`src/ilt_decode.sv`:
```
package ilt_pkg;

  // ==========================================================
  // Widths and constants
  localparam int          ILT_PC_W        = 16;     // Program counter width
  localparam int          ILT_LEN_W       = 2;      // Byte count width
  localparam int          ILT_CYC_W       = 3;      // Machine cycle count width
  localparam int          ILT_MCYC_CLKS   = 12;     // Clocks per machine cycle
  localparam logic [7:0]  ILT_ACC_SFR     = 8'hE0;  // Accumulator SFR address
  localparam logic [15:0] ILT_PC_RESET    = 16'h0000; // Start address

  // ==========================================================
  // Fetch request from program memory side
  typedef struct packed {
    logic       vld;     // Opcode bytes present
    logic [7:0] opcode;  // First code byte
    logic [7:0] oper;    // Second code byte
  } ilt_fetch_s;

  // Decoded length and timing
  typedef struct packed {
    logic                 known;     // Opcode in decoded groups
    logic                 valid;     // Legal instruction form
    logic [ILT_LEN_W-1:0] len;       // Code bytes
    logic [ILT_CYC_W-1:0] cyc;       // Machine cycles
    logic                 bit_clr;   // Tested bit cleared if taken
  } ilt_dec_s;

  // Control states
  typedef enum logic {
    ILT_ST_IDLE,
    ILT_ST_EXEC
  } ilt_state_e;

endpackage

`timescale 1ns/1ps

module ilt_decode (
  input  wire logic [7:0]     opcode_in,
  input  wire logic [7:0]     oper_in,
  output ilt_pkg::ilt_dec_s   dec_out
);
  import ilt_pkg::*;

  // ==========================================================
  // Length and cycle lookup
  always_comb begin
    dec_out         = '0;
    dec_out.known   = 1'b1;
    dec_out.valid   = 1'b1;
    dec_out.len     = 2'd1;
    dec_out.cyc     = 3'd1;
    casez (opcode_in)
      // Logic into accumulator, register or indirect source
      8'b0101_1???, 8'b0100_1???, 8'b0110_1???,
      8'b0101_011?, 8'b0100_011?, 8'b0110_011?: begin
        dec_out.len = 2'd1;
      end
      // Logic into accumulator, direct or immediate source
      8'h55, 8'h45, 8'h65, 8'h54, 8'h44, 8'h64: begin
        dec_out.len = 2'd2;
      end
      // Immediate into direct byte
      8'h53, 8'h43, 8'h63: begin
        dec_out.len = 2'd3;
        dec_out.cyc = 3'd2;
      end
      // Accumulator into direct byte
      8'h52, 8'h42, 8'h62: begin
        dec_out.len = 2'd2;
      end
      // Single operand accumulator ops
      8'hE4, 8'hF4, 8'h23, 8'h33, 8'h03, 8'h13, 8'hC4: begin
        dec_out.len = 2'd1;
      end
      // Direct source into accumulator
      8'hE5: begin
        dec_out.len   = 2'd2;
        dec_out.valid = (oper_in != ILT_ACC_SFR);
      end
      // One byte, one cycle moves and exchanges
      8'b1110_1???, 8'b1110_011?, 8'b1111_1???, 8'b1111_011?,
      8'b1100_1???, 8'b1100_011?, 8'b1101_011?: begin
        dec_out.len = 2'd1;
      end
      // Two byte, one cycle moves and exchanges
      8'h74, 8'b0111_1???, 8'hF5, 8'b0111_011?, 8'hC5: begin
        dec_out.len = 2'd2;
      end
      // Register or indirect against direct byte
      8'b1010_1???, 8'b1000_1???, 8'b1000_011?, 8'b1010_011?: begin
        dec_out.len = 2'd2;
        dec_out.cyc = 3'd2;
      end
      // Direct to direct, immediate to direct
      8'h85, 8'h75: begin
        dec_out.len = 2'd3;
        dec_out.cyc = 3'd2;
      end
      // Data pointer load, 16-bit constant in trailing bytes
      8'h90: begin
        dec_out.len = 2'd3;
        dec_out.cyc = 3'd2;
      end
      // Code memory reads and indirect jump
      8'h93, 8'h83, 8'h73: begin
        dec_out.cyc = 3'd2;
      end
      // External RAM moves, 8 and 16 bit addressing
      8'b1110_001?, 8'hE0, 8'b1111_001?, 8'hF0: begin
        dec_out.cyc = 3'd2;
      end
      // Returns
      8'h22, 8'h32: begin
        dec_out.cyc = 3'd2;
      end
      // Stack push and pop
      8'hC0, 8'hD0: begin
        dec_out.len = 2'd2;
        dec_out.cyc = 3'd2;
      end
      // Carry and bit logic, and no operation
      8'h82, 8'hB0, 8'h72, 8'hA0: begin
        dec_out.len = 2'd2;
        dec_out.cyc = 3'd2;
      end
      8'h92: begin
        dec_out.len = 2'd2;
        dec_out.cyc = 3'd2;
      end
      8'hA2, 8'hC2, 8'hD2, 8'hB2: begin
        dec_out.len = 2'd2;
      end
      8'hC3, 8'hD3, 8'hB3, 8'h00: begin
        dec_out.len = 2'd1;
      end
      // Bit test jumps, clear variant flagged
      8'h10, 8'h20, 8'h30: begin
        dec_out.len     = 2'd3;
        dec_out.cyc     = 3'd2;
        dec_out.bit_clr = (opcode_in == 8'h10);
      end
      // Compare and jump if unequal
      8'hB5, 8'hB4, 8'b1011_1???, 8'b1011_011?: begin
        dec_out.len = 2'd3;
        dec_out.cyc = 3'd2;
      end
      // Decrement and jump, register form
      8'b1101_1???: begin
        dec_out.len = 2'd2;
        dec_out.cyc = 3'd2;
      end
      // Decrement and jump, direct form; long jump and call
      8'hD5, 8'h02, 8'h12: begin
        dec_out.len = 2'd3;
        dec_out.cyc = 3'd2;
      end
      // Conditional and short relative jumps, absolute jumps and calls
      8'h60, 8'h70, 8'h40, 8'h50, 8'h80, 8'b???0_0001,
      8'b???1_0001: begin
        dec_out.len = 2'd2;
        dec_out.cyc = 3'd2;
      end
      // Groups outside this decoder
      default: begin
        dec_out.known = 1'b0;
        dec_out.valid = 1'b0;
      end
    endcase
  end

endmodule
```
`src/ilt_core.sv`:
```
`timescale 1ns/1ps

// Overview of operation
// - Accumulator logic ops: one cycle, 1/2 bytes
// - Immediate logic into direct: three bytes, two cycles
// - Accumulator logic into direct: two bytes, one
// - Single operand accumulator ops: one byte, cycle
// - Register/indirect with direct moves: two, two
// - Direct-direct and immediate-direct moves: three, two
// - Data pointer constant load: three bytes, two
// - Code memory read: one byte, two cycles
// - External RAM moves: one byte, two cycles
// - Push and pop: two bytes, two cycles
// - Exchanges one cycle; nibble exchange one byte
// - Accumulator moved to itself is invalid
// - Bit logic into carry: two, two
// - Carry into bit: two cycles, two bytes
// - Bit into carry: one cycle, two bytes
// - Indirect data pointer jump: one byte, two
// - Bit jump clears bit; three bytes, two
// - Compare jumps: three bytes, two cycles
// - Decrement jump: 2 or 3 bytes, two
// - Conditional relative jumps: two bytes, two cycles
// - Short relative jump: two bytes, two cycles

module ilt_core #(
  parameter int MCYC_CLKS = ilt_pkg::ILT_MCYC_CLKS  // Clocks per cycle
) (
  input  wire logic                          mclk_in,
  input  wire logic                          rst_n_in,
  input  ilt_pkg::ilt_fetch_s                fetch_in,
  output logic                               ready_out,
  output logic [ilt_pkg::ILT_PC_W-1:0]       pc_out,
  output ilt_pkg::ilt_dec_s                  dec_out,
  output logic                               done_out
);
  import ilt_pkg::*;

  // ==========================================================
  // Elaboration check
  if (MCYC_CLKS < 1 || MCYC_CLKS > 65535) begin : g_bad_div
    $error("MCYC_CLKS must lie in 1..65535");
  end

  // ==========================================================
  // Declarations
  ilt_dec_s               dec_now;        // Lookup of offered opcode
  logic [15:0]            div_ff;         // Machine cycle divider
  logic [15:0]            nxt_div;
  logic                   mcyc_en;        // One pulse per machine cycle
  ilt_state_e             state_ff;       // Issue state
  ilt_state_e             nxt_state;
  logic [ILT_CYC_W-1:0]   cnt_ff;         // Machine cycles still due
  logic [ILT_CYC_W-1:0]   nxt_cnt;
  logic [ILT_PC_W-1:0]    pc_ff;          // Next fetch address
  logic [ILT_PC_W-1:0]    nxt_pc;
  ilt_dec_s               dec_ff;         // Instruction in execution
  ilt_dec_s               nxt_dec;
  logic                   ready_ff;       // Free to take an opcode
  logic                   nxt_ready;
  logic                   done_ff;        // Execution finished pulse
  logic                   nxt_done;
  logic                   accept;         // Opcode taken this clock

  localparam logic [15:0] DIV_LAST = 16'(MCYC_CLKS - 1);

  // ==========================================================
  // Length and timing lookup
  ilt_decode u_decode (
    .opcode_in (fetch_in.opcode),
    .oper_in   (fetch_in.oper),
    .dec_out   (dec_now)
  );

  // ==========================================================
  // Machine cycle divider
  always_comb begin
    mcyc_en = (div_ff == DIV_LAST);
    nxt_div = mcyc_en ? 16'h0000 : div_ff + 16'h0001;
  end

  always_ff @(posedge mclk_in or negedge rst_n_in) begin
    if (!rst_n_in) begin
      div_ff <= 16'h0000;
    end else begin
      div_ff <= nxt_div;
    end
  end

  // ==========================================================
  // Issue control next state
  always_comb begin
    accept    = fetch_in.vld && ready_ff;
    nxt_state = state_ff;
    nxt_cnt   = cnt_ff;
    nxt_pc    = pc_ff;
    nxt_dec   = dec_ff;
    nxt_ready = ready_ff;
    nxt_done  = 1'b0;
    case (state_ff)
      // Waiting for an opcode
      ILT_ST_IDLE: begin
        if (accept) begin
          nxt_dec   = dec_now;
          // Step over all code bytes of this form
          nxt_pc    = pc_ff + ILT_PC_W'(dec_now.len);
          nxt_cnt   = dec_now.cyc;
          nxt_ready = 1'b0;
          nxt_state = ILT_ST_EXEC;
        end
      end
      // Burn the listed machine cycles
      ILT_ST_EXEC: begin
        if (mcyc_en) begin
          if (cnt_ff <= 3'd1) begin
            nxt_done  = 1'b1;
            nxt_ready = 1'b1;
            nxt_state = ILT_ST_IDLE;
            nxt_cnt   = '0;
          end else begin
            nxt_cnt = cnt_ff - 3'd1;
          end
        end
      end
      default: begin
        nxt_state = ILT_ST_IDLE;
        nxt_ready = 1'b1;
      end
    endcase
  end

  // Issue control registers
  always_ff @(posedge mclk_in or negedge rst_n_in) begin
    if (!rst_n_in) begin
      state_ff <= ILT_ST_IDLE;
      cnt_ff   <= '0;
      pc_ff    <= ILT_PC_RESET;
      dec_ff   <= '0;
      ready_ff <= 1'b1;
      done_ff  <= 1'b0;
    end else begin
      state_ff <= nxt_state;
      cnt_ff   <= nxt_cnt;
      pc_ff    <= nxt_pc;
      dec_ff   <= nxt_dec;
      ready_ff <= nxt_ready;
      done_ff  <= nxt_done;
    end
  end

  // Outputs straight from flip-flops
  assign ready_out = ready_ff;
  assign pc_out    = pc_ff;
  assign dec_out   = dec_ff;
  assign done_out  = done_ff;

  // ==========================================================
  // Checks
  logic [ILT_CYC_W-1:0] tick_ff;   // Machine cycles seen in execution
  always_ff @(posedge mclk_in or negedge rst_n_in) begin
    if (!rst_n_in) begin
      tick_ff <= '0;
    end else if (state_ff == ILT_ST_IDLE) begin
      tick_ff <= '0;
    end else if (mcyc_en) begin
      tick_ff <= tick_ff + 3'd1;
    end
  end
endmodule

```
`config.mk`:
```
export PLATFORM = sky130hd
export DESIGN_NAME = ilt_core
export DESIGN_NICKNAME = d
export VERILOG_FILES = /design/src/ilt_decode.sv /design/src/ilt_core.sv
export SDC_FILE = /design/constraint.sdc
export NUM_CORES = 1
export LEC_CHECK = 0
export ABC_AREA = 1
export BUFFER_PORTS_ARGS = -buffer_cell sky130_fd_sc_hd__buf_2
export CORE_AREA = 2 2 89 91
export DETAILED_ROUTE_END_ITERATION = 6
export DIE_AREA = 0 0 91 93
export MAX_ROUTING_LAYER = met4
export PLACE_DENSITY = 0.65
export SLEW_MARGIN = 5
export SYNTH_ARGS = -nofsm -noshare
export SYNTH_HDL_FRONTEND = slang
export SYNTH_SLANG_ARGS = --single-unit
```
`constraint.sdc`:
```
create_clock -name mclk_in -period 2.4 [get_ports mclk_in]
set_clock_uncertainty 0.1 [all_clocks]
set_input_delay 0 -clock mclk_in [delete_from_list [all_inputs] [get_ports mclk_in]]
set_output_delay 0 -clock mclk_in [all_outputs]
set_load 0.01 [all_outputs]
```
==> results.md, run 1 <==
* Global-route wire length before repair at 15700 um
* Async S/R FF share, synth at 100%
* WP data arrival at 2520 ps
* Startpoint types: input pin
* Core Region at 7530 um^2
* Hold_ws at 211 ps
* DRT iter0 DRCs at 175
* Largest net degree at the start of global routing at 46
* F_max at 412 MHz
* Global route overflow at 0
* Die Footprint at 8460 um^2
* Synth Net Count at 533
* Clock share of power at 21.1%
* Final period util at 101%
* Vias in the first global route at 3401
* Setup WS pre-CTS at -499 ps
* CP Capture Type: register
* # IOs at 45
* Logic gate share of total power at 35.2%
* CTS buffer count at 5
* # setup viols final at 3
* Vert. Die Dim at 93 um
* Critical path required time at 2490 ps
* Int Power at 1.44 mW
* Clock slew seen by the registers of the worst setup and hold paths at 90 ps
* Max_cap viols at 0
* Post-Synthesis Cells at 508
* Crit path kind: input pin to register
* Ys flop type: dfrtp_1
* Via density per instance at 4.82
* Worst hold path class: input pin to register
* Routed Antenna Nets at 0
* Fin nets at 667
* Flop pwr share at 43.7%
* Mapped Avg Cell Area at 6.43 um^2
* Net Sw Power at 0.808 mW
* Clock Sinks at 45
* Wirelength, routed at 9570 um
* Slew headroom at 35.0%
* Post-synth EDFFs at 0
* First-pass iteration count of the detailed router at 4
* Post-detail-place hpwl at 7570 um
* Clk_lat worst skew at 300 ps
* Fin util at 61.4%
* PortBufs at 43
* Leakage at 2.53 nW
* Critical Path Fanout Max at 8
* DR vias at 3594
* N_diodes at 0
* Tmin final at 2430 ps
* Final Instance Area at 4620 um^2
* Wire per inst at 12.8 um
* Area growth syn-to-layout at 41.4%
* H-tree levels at 2
* Post-Syn Area at 3270 um^2
* CTS tree: yes
* Die width at 91 um
* RSZ-0062 raised after global routing: yes
* Initial antenna violation count at 0
* Status: finished with violations
* Layout cell share with drive strength beyond 1 at 33.1%
* Power Dens Cells at 486 nW/um^2
* Tot GR Track Use at 23.6%
* Switching Share at 36.0%
* Starting Density at 43.4%
* Synth cell types at 36
* Slew of the pin with the lowest slew margin at 974 ps
* Final hold violations at 0
* Seq/Total Area, Yosys at 34.5%
* Fin. max-slew vios at 0
* Rows at 32
* Residual DRC at 0
* Yosys warns at 0
* Placed Area at 4180 um^2
* Clock Tree Root: clkbuf_8
* Max clock buf depth at 2
* Power Total at 2.25 mW
* Peak supply drop at 0.399 mV
* Worst Slack Setup Final at -28.0 ps
* #FFs+latches synth at 45
* Failing checks: negative setup slack
* Final Wtd Congestion at 0.969
[kinds of logic (layout without fill, tap and decap cells)]
logic type                 after synthesis  after routing  share of synthesized area [%]
DFF                                     45             45                           34.5
other                                    1              1                          0.115
buffers and inverters                   78            213                           9.57
adders and majority gates                6              6                           2.53
and+or+nand+nor                        327            327                           43.0
xor gates and xnor gates                19             19                           5.09
AOI/OAI and AO/OA                       32             32                           5.13
[final cells by class]
class                           count  area (um^2)
Sequential cell                    45         1130
Multi-Input combinational cell    385         2050
Tap cell                          102          128
Timing Repair Buffer              133          946
Clock inverter                      3         25.0
Inverter                           72          275
Clock buffer                        5         68.8
Fill cell                         734         2910
[power groups by stage]
| stage | Sequential, mW | Combinational (mW) | Clock, mW |
|---|---|---|---|
| floorplan | 1.02 | 0.386 | 0 |
| global placement | 0.983 | 0.704 | 0 |
| detailed placement | 0.988 | 0.714 | 0 |
| CTS | 0.974 | 0.730 | 0.494 |
| global route | 0.995 | 0.886 | 0.524 |
| finish | 0.981 | 0.790 | 0.475 |
[Yosys cell counts, types with 3 or more instances]
cell type | n | share of area (%)
a21oi_1 | 10 | 1.5
buf_4 | 3 | 0.69
dfrtp_1 | 44 | 34
ha_1 | 5 | 1.9
inv_1 | 69 | 7.9
inv_2 | 3 | 0.34
nand2_1 | 151 | 17
nand3_1 | 33 | 5.1
nand4_1 | 9 | 1.7
nor2_1 | 98 | 11
nor2_2 | 6 | 1.1
nor2_4 | 3 | 1.0
nor3_1 | 11 | 1.7
o21ai_0 | 15 | 2.3
o21ai_1 | 4 | 0.61
xnor2_1 | 5 | 1.3
xor2_1 | 14 | 3.8
[metrics by stage]
stage | std cells | setup TNS (ps)
6_report | 745 | -51.6
5_1_grt | 745 | -706
4_1_cts | 735 | 0
3_5_place_dp | 723 | -3530
3_3_place_gp | 723 | -3500
2_1_floorplan | 508 | 0
[sequential cells by signal (all words and copies together) (netlist names)]
name       flops
cnt_ff         3
div_ff        16
dec_out        7
done_out       1
state_ff       1
ready_out      1
pc_out        16
[worst max-delay path, stage by stage]
cell and delay (ps):
buf_4 140, inv_2 60, nand2_2 90, nor2_4 80, buf_4 150, buf_4 130, nand3_1 70, nand4_1 120
nor2_2 190, nand2_2 90, inv_2 70, ha_4 120, inv_1 50, fa_2 330, inv_2 60, nand2_2 70
nor2_4 120, nand2_1 60, nor2_2 150, nand4_1 130, buf_4 160, xnor2_1 110
[final timing paths]
kind	start	endpoint	slack [ps]	depth (start not counted)
setup / recovery	fetch_in[10]	pc_out[12]	-30	22
hold / removal	fetch_in[3]	dec_out[6]	210	11
setup reg to reg	ready_out	pc_out[13]	360	9
hold reg to reg	div_ff[14]	div_ff[14]	360	1
max in group asynchronous	rst_n_in	cnt_ff[0]	1300	2
min in group asynchronous	rst_n_in	div_ff[1]	290	2
[per-layer routing]
| metal | GRT usage (%) | vias to the layer above | part of all wire, % |
|---|---|---|---|
| met5 | - | - | 0 |
| met4 | 6.57 | 0 | 1.4 |
| met3 | 2.98 | 13 | 4.3 |
| met2 | 40.7 | 94 | 50 |
| met1 | 29.4 | 1647 | 44 |
| li1 | - | 1840 | - |
[cells in the final DEF, fill, tap and decap left out, types with 7 or more instances in the layout]
cell       n
nand2_1  131
buf_4     85
nor2_1    83
inv_1     58
dfrtp_1   44
buf_2     37
nand3_1   32
nand2_2   16
nor2_2    15
xor2_1    14
inv_2     12
o21ai_0   12
nor3_1    10
nor2_4     9
nand4_1    9
a21oi_1    8
o21ai_1    7
[timing repair]
action	CTS	global route
resized for setup	11	67
pin swaps	5	30
hold buffers	2	0
setup endpoints to repair	7	10
setup buffers	2	10
endpoints found under the hold margin	46	0
Power figures use the tool's default switching activity.
==> inputs of run 2 (changes only) <==
HOLD_SLACK_MARGIN = 0.12   (was default)
SKIP_CTS_REPAIR_TIMING = 1   (was default)
==> run 2 against run 1 <==
The run still ends with negative setup slack left. Setup slack better by 19 ps. Register-to-register slack worse by 20 ps. Sequential power barely moved. Critical endpoint is now pc_out[13].
==> results.md, run 2 (synthesized netlist as in run 1, its figures left out) <==
* Rows at 32
* Reg-to-Reg Start: ready_out
* Routed length on met3 at 482 um
* Slew headroom at 35.2%
* Hold path startpoint: fetch_in[3]
* Residual DRC at 0
* Leakage at 2.55 nW
* Die width at 91 um
* Wirelength, routed at 9830 um
* Largest stage delay, worst path at 320 ps
* # setup viols final at 1
* Flop pwr share at 43.6%
* Hold_ws at 222 ps
* Fin util at 62.0%
* RSZ-0062 raised after global routing: yes
* Vert. Die Dim at 93 um
* Post-detail-place hpwl at 7570 um
* Setup Total Neg Slack at -8.88 ps
* R2r endpoint: pc_out[13]
* PortBufs at 43
* WP data arrival at 2510 ps
* Core Region at 7530 um^2
* Wire per inst at 13.2 um
* Largest net degree at the start of global routing at 46
* First-pass iteration count of the detailed router at 5
* Max clock buf depth at 2
* Net Sw Power at 0.814 mW
* Clock Tree Root: clkbuf_8
* Clock slew seen by the registers of the worst setup and hold paths at 90 ps
* Fin nets at 667
* Clock Sinks at 45
* Most common cell after layout, fill and taps aside: nand2_1
* Worst hold path class: input pin to register
* Worst Reg-to-Reg Cells at 9
* Startpoint types: input pin
* Via density per instance at 4.90
* N_diodes at 0
* Layout cell share with drive strength beyond 1 at 33.4%
* Status: finished with violations
* Slew of the pin with the lowest slew margin at 972 ps
* Logic gate share of total power at 35.3%
* Routed Antenna Nets at 0
* Power Dens Cells at 483 nW/um^2
* DRT iter0 DRCs at 187
* DR vias at 3652
* Tmin final at 2410 ps
* Max_cap viols at 0
* F_max at 415 MHz
* H-tree levels at 2
* CP endpoint: pc_out[13]
* Tot GR Track Use at 23.4%
* Most frequent cells in the layout: nand2_1 (130), nor2_1 (83), buf_4 (82), inv_1 (57), dfrtp_1 (44)
* Most frequent CP cell: nand2_1
* Critical Path Fanout Max at 5
* Max Used Layer: met4
* Vias in the first global route at 3357
* Cell family with most CP delay: simple AND/OR/NAND/NOR gates
* DRT met1 WL at 4200 um
* Global route overflow at 0
* Die Footprint at 8460 um^2
* WL met2 at 4920 um
* CP max-delay cell: nor4_4
* Crit path kind: input pin to register
* Clock share of power at 21.1%
* # IOs at 45
* Final Wtd Congestion at 0.969
* Flop-to-flop setup slack at 340 ps
* Clk_lat worst skew at 300 ps
* Final period util at 100%
* Critical path depth at 21
* Critical path required time at 2500 ps
* Peak supply drop at 0.418 mV
* Starting Density at 43.4%
* Area growth syn-to-layout at 42.7%
* Failing checks: negative setup slack
* Final hold violations at 0
* Worst Path Buf+Inv at 4
* CP Cell Sequence: buf_6 > buf_6 > nand4_1 > buf_4 > nor2_4 > nor2_4 > inv_2 > nor2_2 > nand2_2 > nor2_4 > nand3_4 > ha_4 > nand2_1 > nand2_1 > nand3_2 > nor2_4 > nand3_4 > nor4_4 > nand2_1 > nand2_1 > nand2_1
* Crit. Startpoint: fetch_in[13]
* CTS tree: yes
* Global-route wire length before repair at 15500 um
* CTS buffer count at 5
* Initial antenna violation count at 0
* CP Capture Type: register
* Fin. max-slew vios at 0
* Setup WS pre-CTS at -499 ps
* Switching Share at 36.1%
* Int Power at 1.44 mW
* Worst Slack Setup Final at -8.88 ps
## run 2: cell count changes in the layout (fill, tap and decap cells not counted), sizes merged
cell,before,now
buf,129,128
nor2,107,108
## run 2: worst min path at each step
stage | end | slack (ps) | cells after the start
global placement | div_ff[9] | 110 | 1
detailed placement | div_ff[7] | 120 | 1
finish | dec_out[6] | 220 | 11
floorplan | cnt_ff[0] | -400 | 0
global route | dec_out[0] | 280 | 7
CTS | div_ff[1] | -210 | 1
## run 2: power groups by stage
stage / registers [mW] / logic, mW / clock network, mW
4_1_cts: 0.974 / 0.722 / 0.494
5_1_grt: 0.996 / 0.891 / 0.524
3_3_place_gp: 0.983 / 0.704 / 0
2_1_floorplan: 1.02 / 0.386 / 0
6_report: 0.983 / 0.795 / 0.475
3_5_place_dp: 0.988 / 0.714 / 0
## run 2: worst min-delay path: cells and delay by family
family | cells | cell delay, ps
AND/OR/NAND/NOR | 9 | 470
buffers and inverters | 2 | 130
## run 2: layout make-up
class	instances	area [um^2]
Sequential cell	45	1130
Timing Repair Buffer	132	946
Clock inverter	3	25.0
Tap cell	102	128
Inverter	72	275
Fill cell	731	2860
Multi-Input combinational cell	386	2090
Clock buffer	5	68.8
## run 2: through the flow
stage	total power [mW]	cell area, um^2	instances
6_report	2.25	4660	745
2_1_floorplan	1.40	3330	508
4_1_cts	2.19	4270	731
5_1_grt	2.41	4660	745
3_5_place_dp	1.70	4180	723
3_3_place_gp	1.69	4180	723
## run 2: per-layer routing
metal	vias to the layer above	global-route usage, %
li1	1845	-
met1	1686	29.4
met2	102	40.5
met3	19	2.74
met4	0	6.19
met5	-	-
==> inputs of run 3 (changes only) <==
PLACE_DENSITY = default   (was 0.65)
PLACE_DENSITY_LB_ADDON = 0.12   (was default)
SYNTH_HIERARCHICAL = 1   (was default)
==> run 3 against run 2 <==
Power down 36%. Critical path depth down 2. Register-to-register slack better by 340 ps. Final cell count down 4.0%. Largest power group unchanged. Fmax up 15%. Critical endpoint is now pc_out[10]. Sequential power down 21%. Via count down 7.8%. The flow now finishes without violations. Clock power down 2%. Wire length down 16%.
==> results.md, run 3 <==
* Status: completed
* Area growth syn-to-layout at 22.7%
* Core Region at 7530 um^2
* Critical Path Fanout Max at 6
* Max clock buf depth at 2
* Most frequent cells in the layout: nand2_1 (189), nor2_1 (92), inv_1 (61), dfrtp_1 (45), buf_2 (44)
* Synth cell types at 29
* Most frequent CP cell: nand2_1
* WP data arrival at 2180 ps
* Most common cell after layout, fill and taps aside: nand2_1
* Post-synth EDFFs at 0
* #FFs+latches synth at 46
* Mapped Avg Cell Area at 6.33 um^2
* Post-detail-place hpwl at 6800 um
* DR vias at 3366
* Clk_lat worst skew at 300 ps
* Top-count cell post-synth: nand2_1
* RSZ-0062 raised after global routing: no
* Setup WS pre-CTS at -112 ps
* Synth Net Count at 547
* # setup viols final at 0
* Vias in the first global route at 3257
* Peak supply drop at 0.259 mV
* Worst Path Buf+Inv at 5
* CP Capture Type: register
* CTS tree: yes
* Global-route wire length before repair at 14500 um
* H-tree levels at 2
* Worst Slack Setup Final at 309 ps
* Crit path kind: input pin to register
* Final Instance Area at 4050 um^2
* Fin nets at 637
* N_diodes at 0
* Area fraction in compound gates after synthesis at 3.18%
* Tot GR Track Use at 21.3%
* Power Dens Cells at 356 nW/um^2
* Largest stage delay, worst path at 360 ps
* First-pass iteration count of the detailed router at 5
* Initial antenna violation count at 0
* Leakage at 2.42 nW
* Rows at 32
* DRT iter0 DRCs at 114
* Post-synthesis mux area share at 0%
* Fin. max-slew vios at 0
* Worst hold path class: input pin to async pin
* Routed Antenna Nets at 0
* Critical path required time at 2490 ps
* Clock slew seen by the registers of the worst setup and hold paths at 90 ps
* Filler cell count at 805
* Placed Area at 3940 um^2
* Residual DRC at 0
* Clock Tree Root: clkbuf_8
* Clock Sinks at 46
* F_max at 478 MHz
* Ys flop type: dfrtp_1
* Adder-cell share of the synthesized area at 2.50%
* Wire per inst at 11.5 um
* Post-Synthesis Cells at 522
* Final hold violations at 0
* Post-synth top cells: nand2_1 (189), nor2_1 (92), inv_1 (62)
* Slew headroom at 40.9%
* Synth top area cells: dfrtp_1 (34%), nand2_1 (21%), nor2_1 (10%)
* Vert. Die Dim at 93 um
* Simple-gate area share of the yosys netlist at 45.4%
* Slew of the pin with the lowest slew margin at 884 ps
* Die width at 91 um
* Layout cell share with drive strength beyond 1 at 18.9%
* Final period util at 87.1%
* # IOs at 45
* Largest net degree at the start of global routing at 28
* Global route overflow at 0
* Yosys warns at 6
* Wirelength, routed at 8230 um
* Tmin final at 2090 ps
* Synth top area share at 34.1%
* Post-Synth XOR/XNOR Area at 5.04%
* Async S/R FF share, synth at 100%
* Largest family of logic cells by synthesized area: simple AND/OR/NAND/NOR gates
* Max_cap viols at 0
* Die Footprint at 8460 um^2
* PortBufs at 44
* Cell family with most CP delay: simple AND/OR/NAND/NOR gates
* CP max-delay cell: fa_2
* Starting Density at 43.9%
* Via density per instance at 4.71
* Startpoint types: input pin
* Power Total at 1.44 mW
* CP Cell Sequence: buf_2 > nand2_1 > inv_1 > nand2_1 > nand2_1 > nand2_1 > nand2_1 > nor2_1 > inv_2 > nor2_1 > and2_1 > ha_1 > inv_1 > fa_2 > inv_2 > nand3_2 > nor2_4 > nand2_1 > xnor2_1
* Seq/Total Area, Yosys at 34.9%
* Final Wtd Congestion at 0.963
* Setup Total Neg Slack at 0 ps
* CTS buffer count at 5
* Post-Syn Area at 3300 um^2
* Synth area leader: dfrtp_1
run 3: cell families (layout without fill, tap and decap cells):
kind of cell / count (synthesis) / count (layout)
compound gates: 20 / 20
simple gates: 355 / 355
other cells: 1 / 1
fa+ha+maj: 6 / 6
flops: 46 / 46
buf+inv: 75 / 166
xor+xnor: 19 / 19
run 3: worst register-to-register path: stages (launching register included):
cell	delay (ps)
dfstp_2	560
nand2_1	90
nor2_4	240
inv_1	330
nand2_1	220
nand2_1	70
nand2_1	50
run 3: final cells by class:
type | count | area, um^2 | area share, %
Clock inverter | 2 | 13.8 | 0.340
Sequential cell | 46 | 1150 | 28.4
Inverter | 69 | 260 | 6.42
Timing Repair Buffer | 89 | 566 | 14.0
Clock buffer | 6 | 72.6 | 1.79
Multi-Input combinational cell | 401 | 1860 | 45.9
Tap cell | 102 | 128 | 3.15
run 3: final timing paths:
path / from / end / slack [ps] / cells past startpoint
hold / removal: rst_n_in / div_ff[10] / 130 / 3
max in group asynchronous: rst_n_in / pc_out[2] / 850 / 3
min in group mclk_in: fetch_in[2] / dec_out[6] / 190 / 9
setup reg to reg: ready_out / cnt_ff[1] / 680 / 6
setup / recovery: fetch_in[12] / pc_out[10] / 310 / 19
hold reg to reg: dec_out[3] / dec_out[3] / 370 / 2
run 3: power by group:
part | total (mW) | switching [mW] | internal (mW)
combinational | 0.202 | 0.120 | 0.0826
sequential | 0.774 | 0 | 0.774
clock | 0.467 | 0.262 | 0.206
run 3: stage by stage:
step           cells  hold WS (ps)  util [%]
2_1_floorplan    522          -396         -
3_3_place_gp     704          -132      52.3
3_5_place_dp     704          -119      52.3
4_1_cts          712          -454      53.4
5_1_grt          715           152      53.9
6_report         715           133      53.9
run 3: layer usage:
layer	GRT usage [%]	wire (um)	up-vias
met5	-	0	-
met4	5.30	136	0
met3	3.06	234	12
met2	36.7	3940	49
met1	26.5	3920	1523
li1	-	-	1782
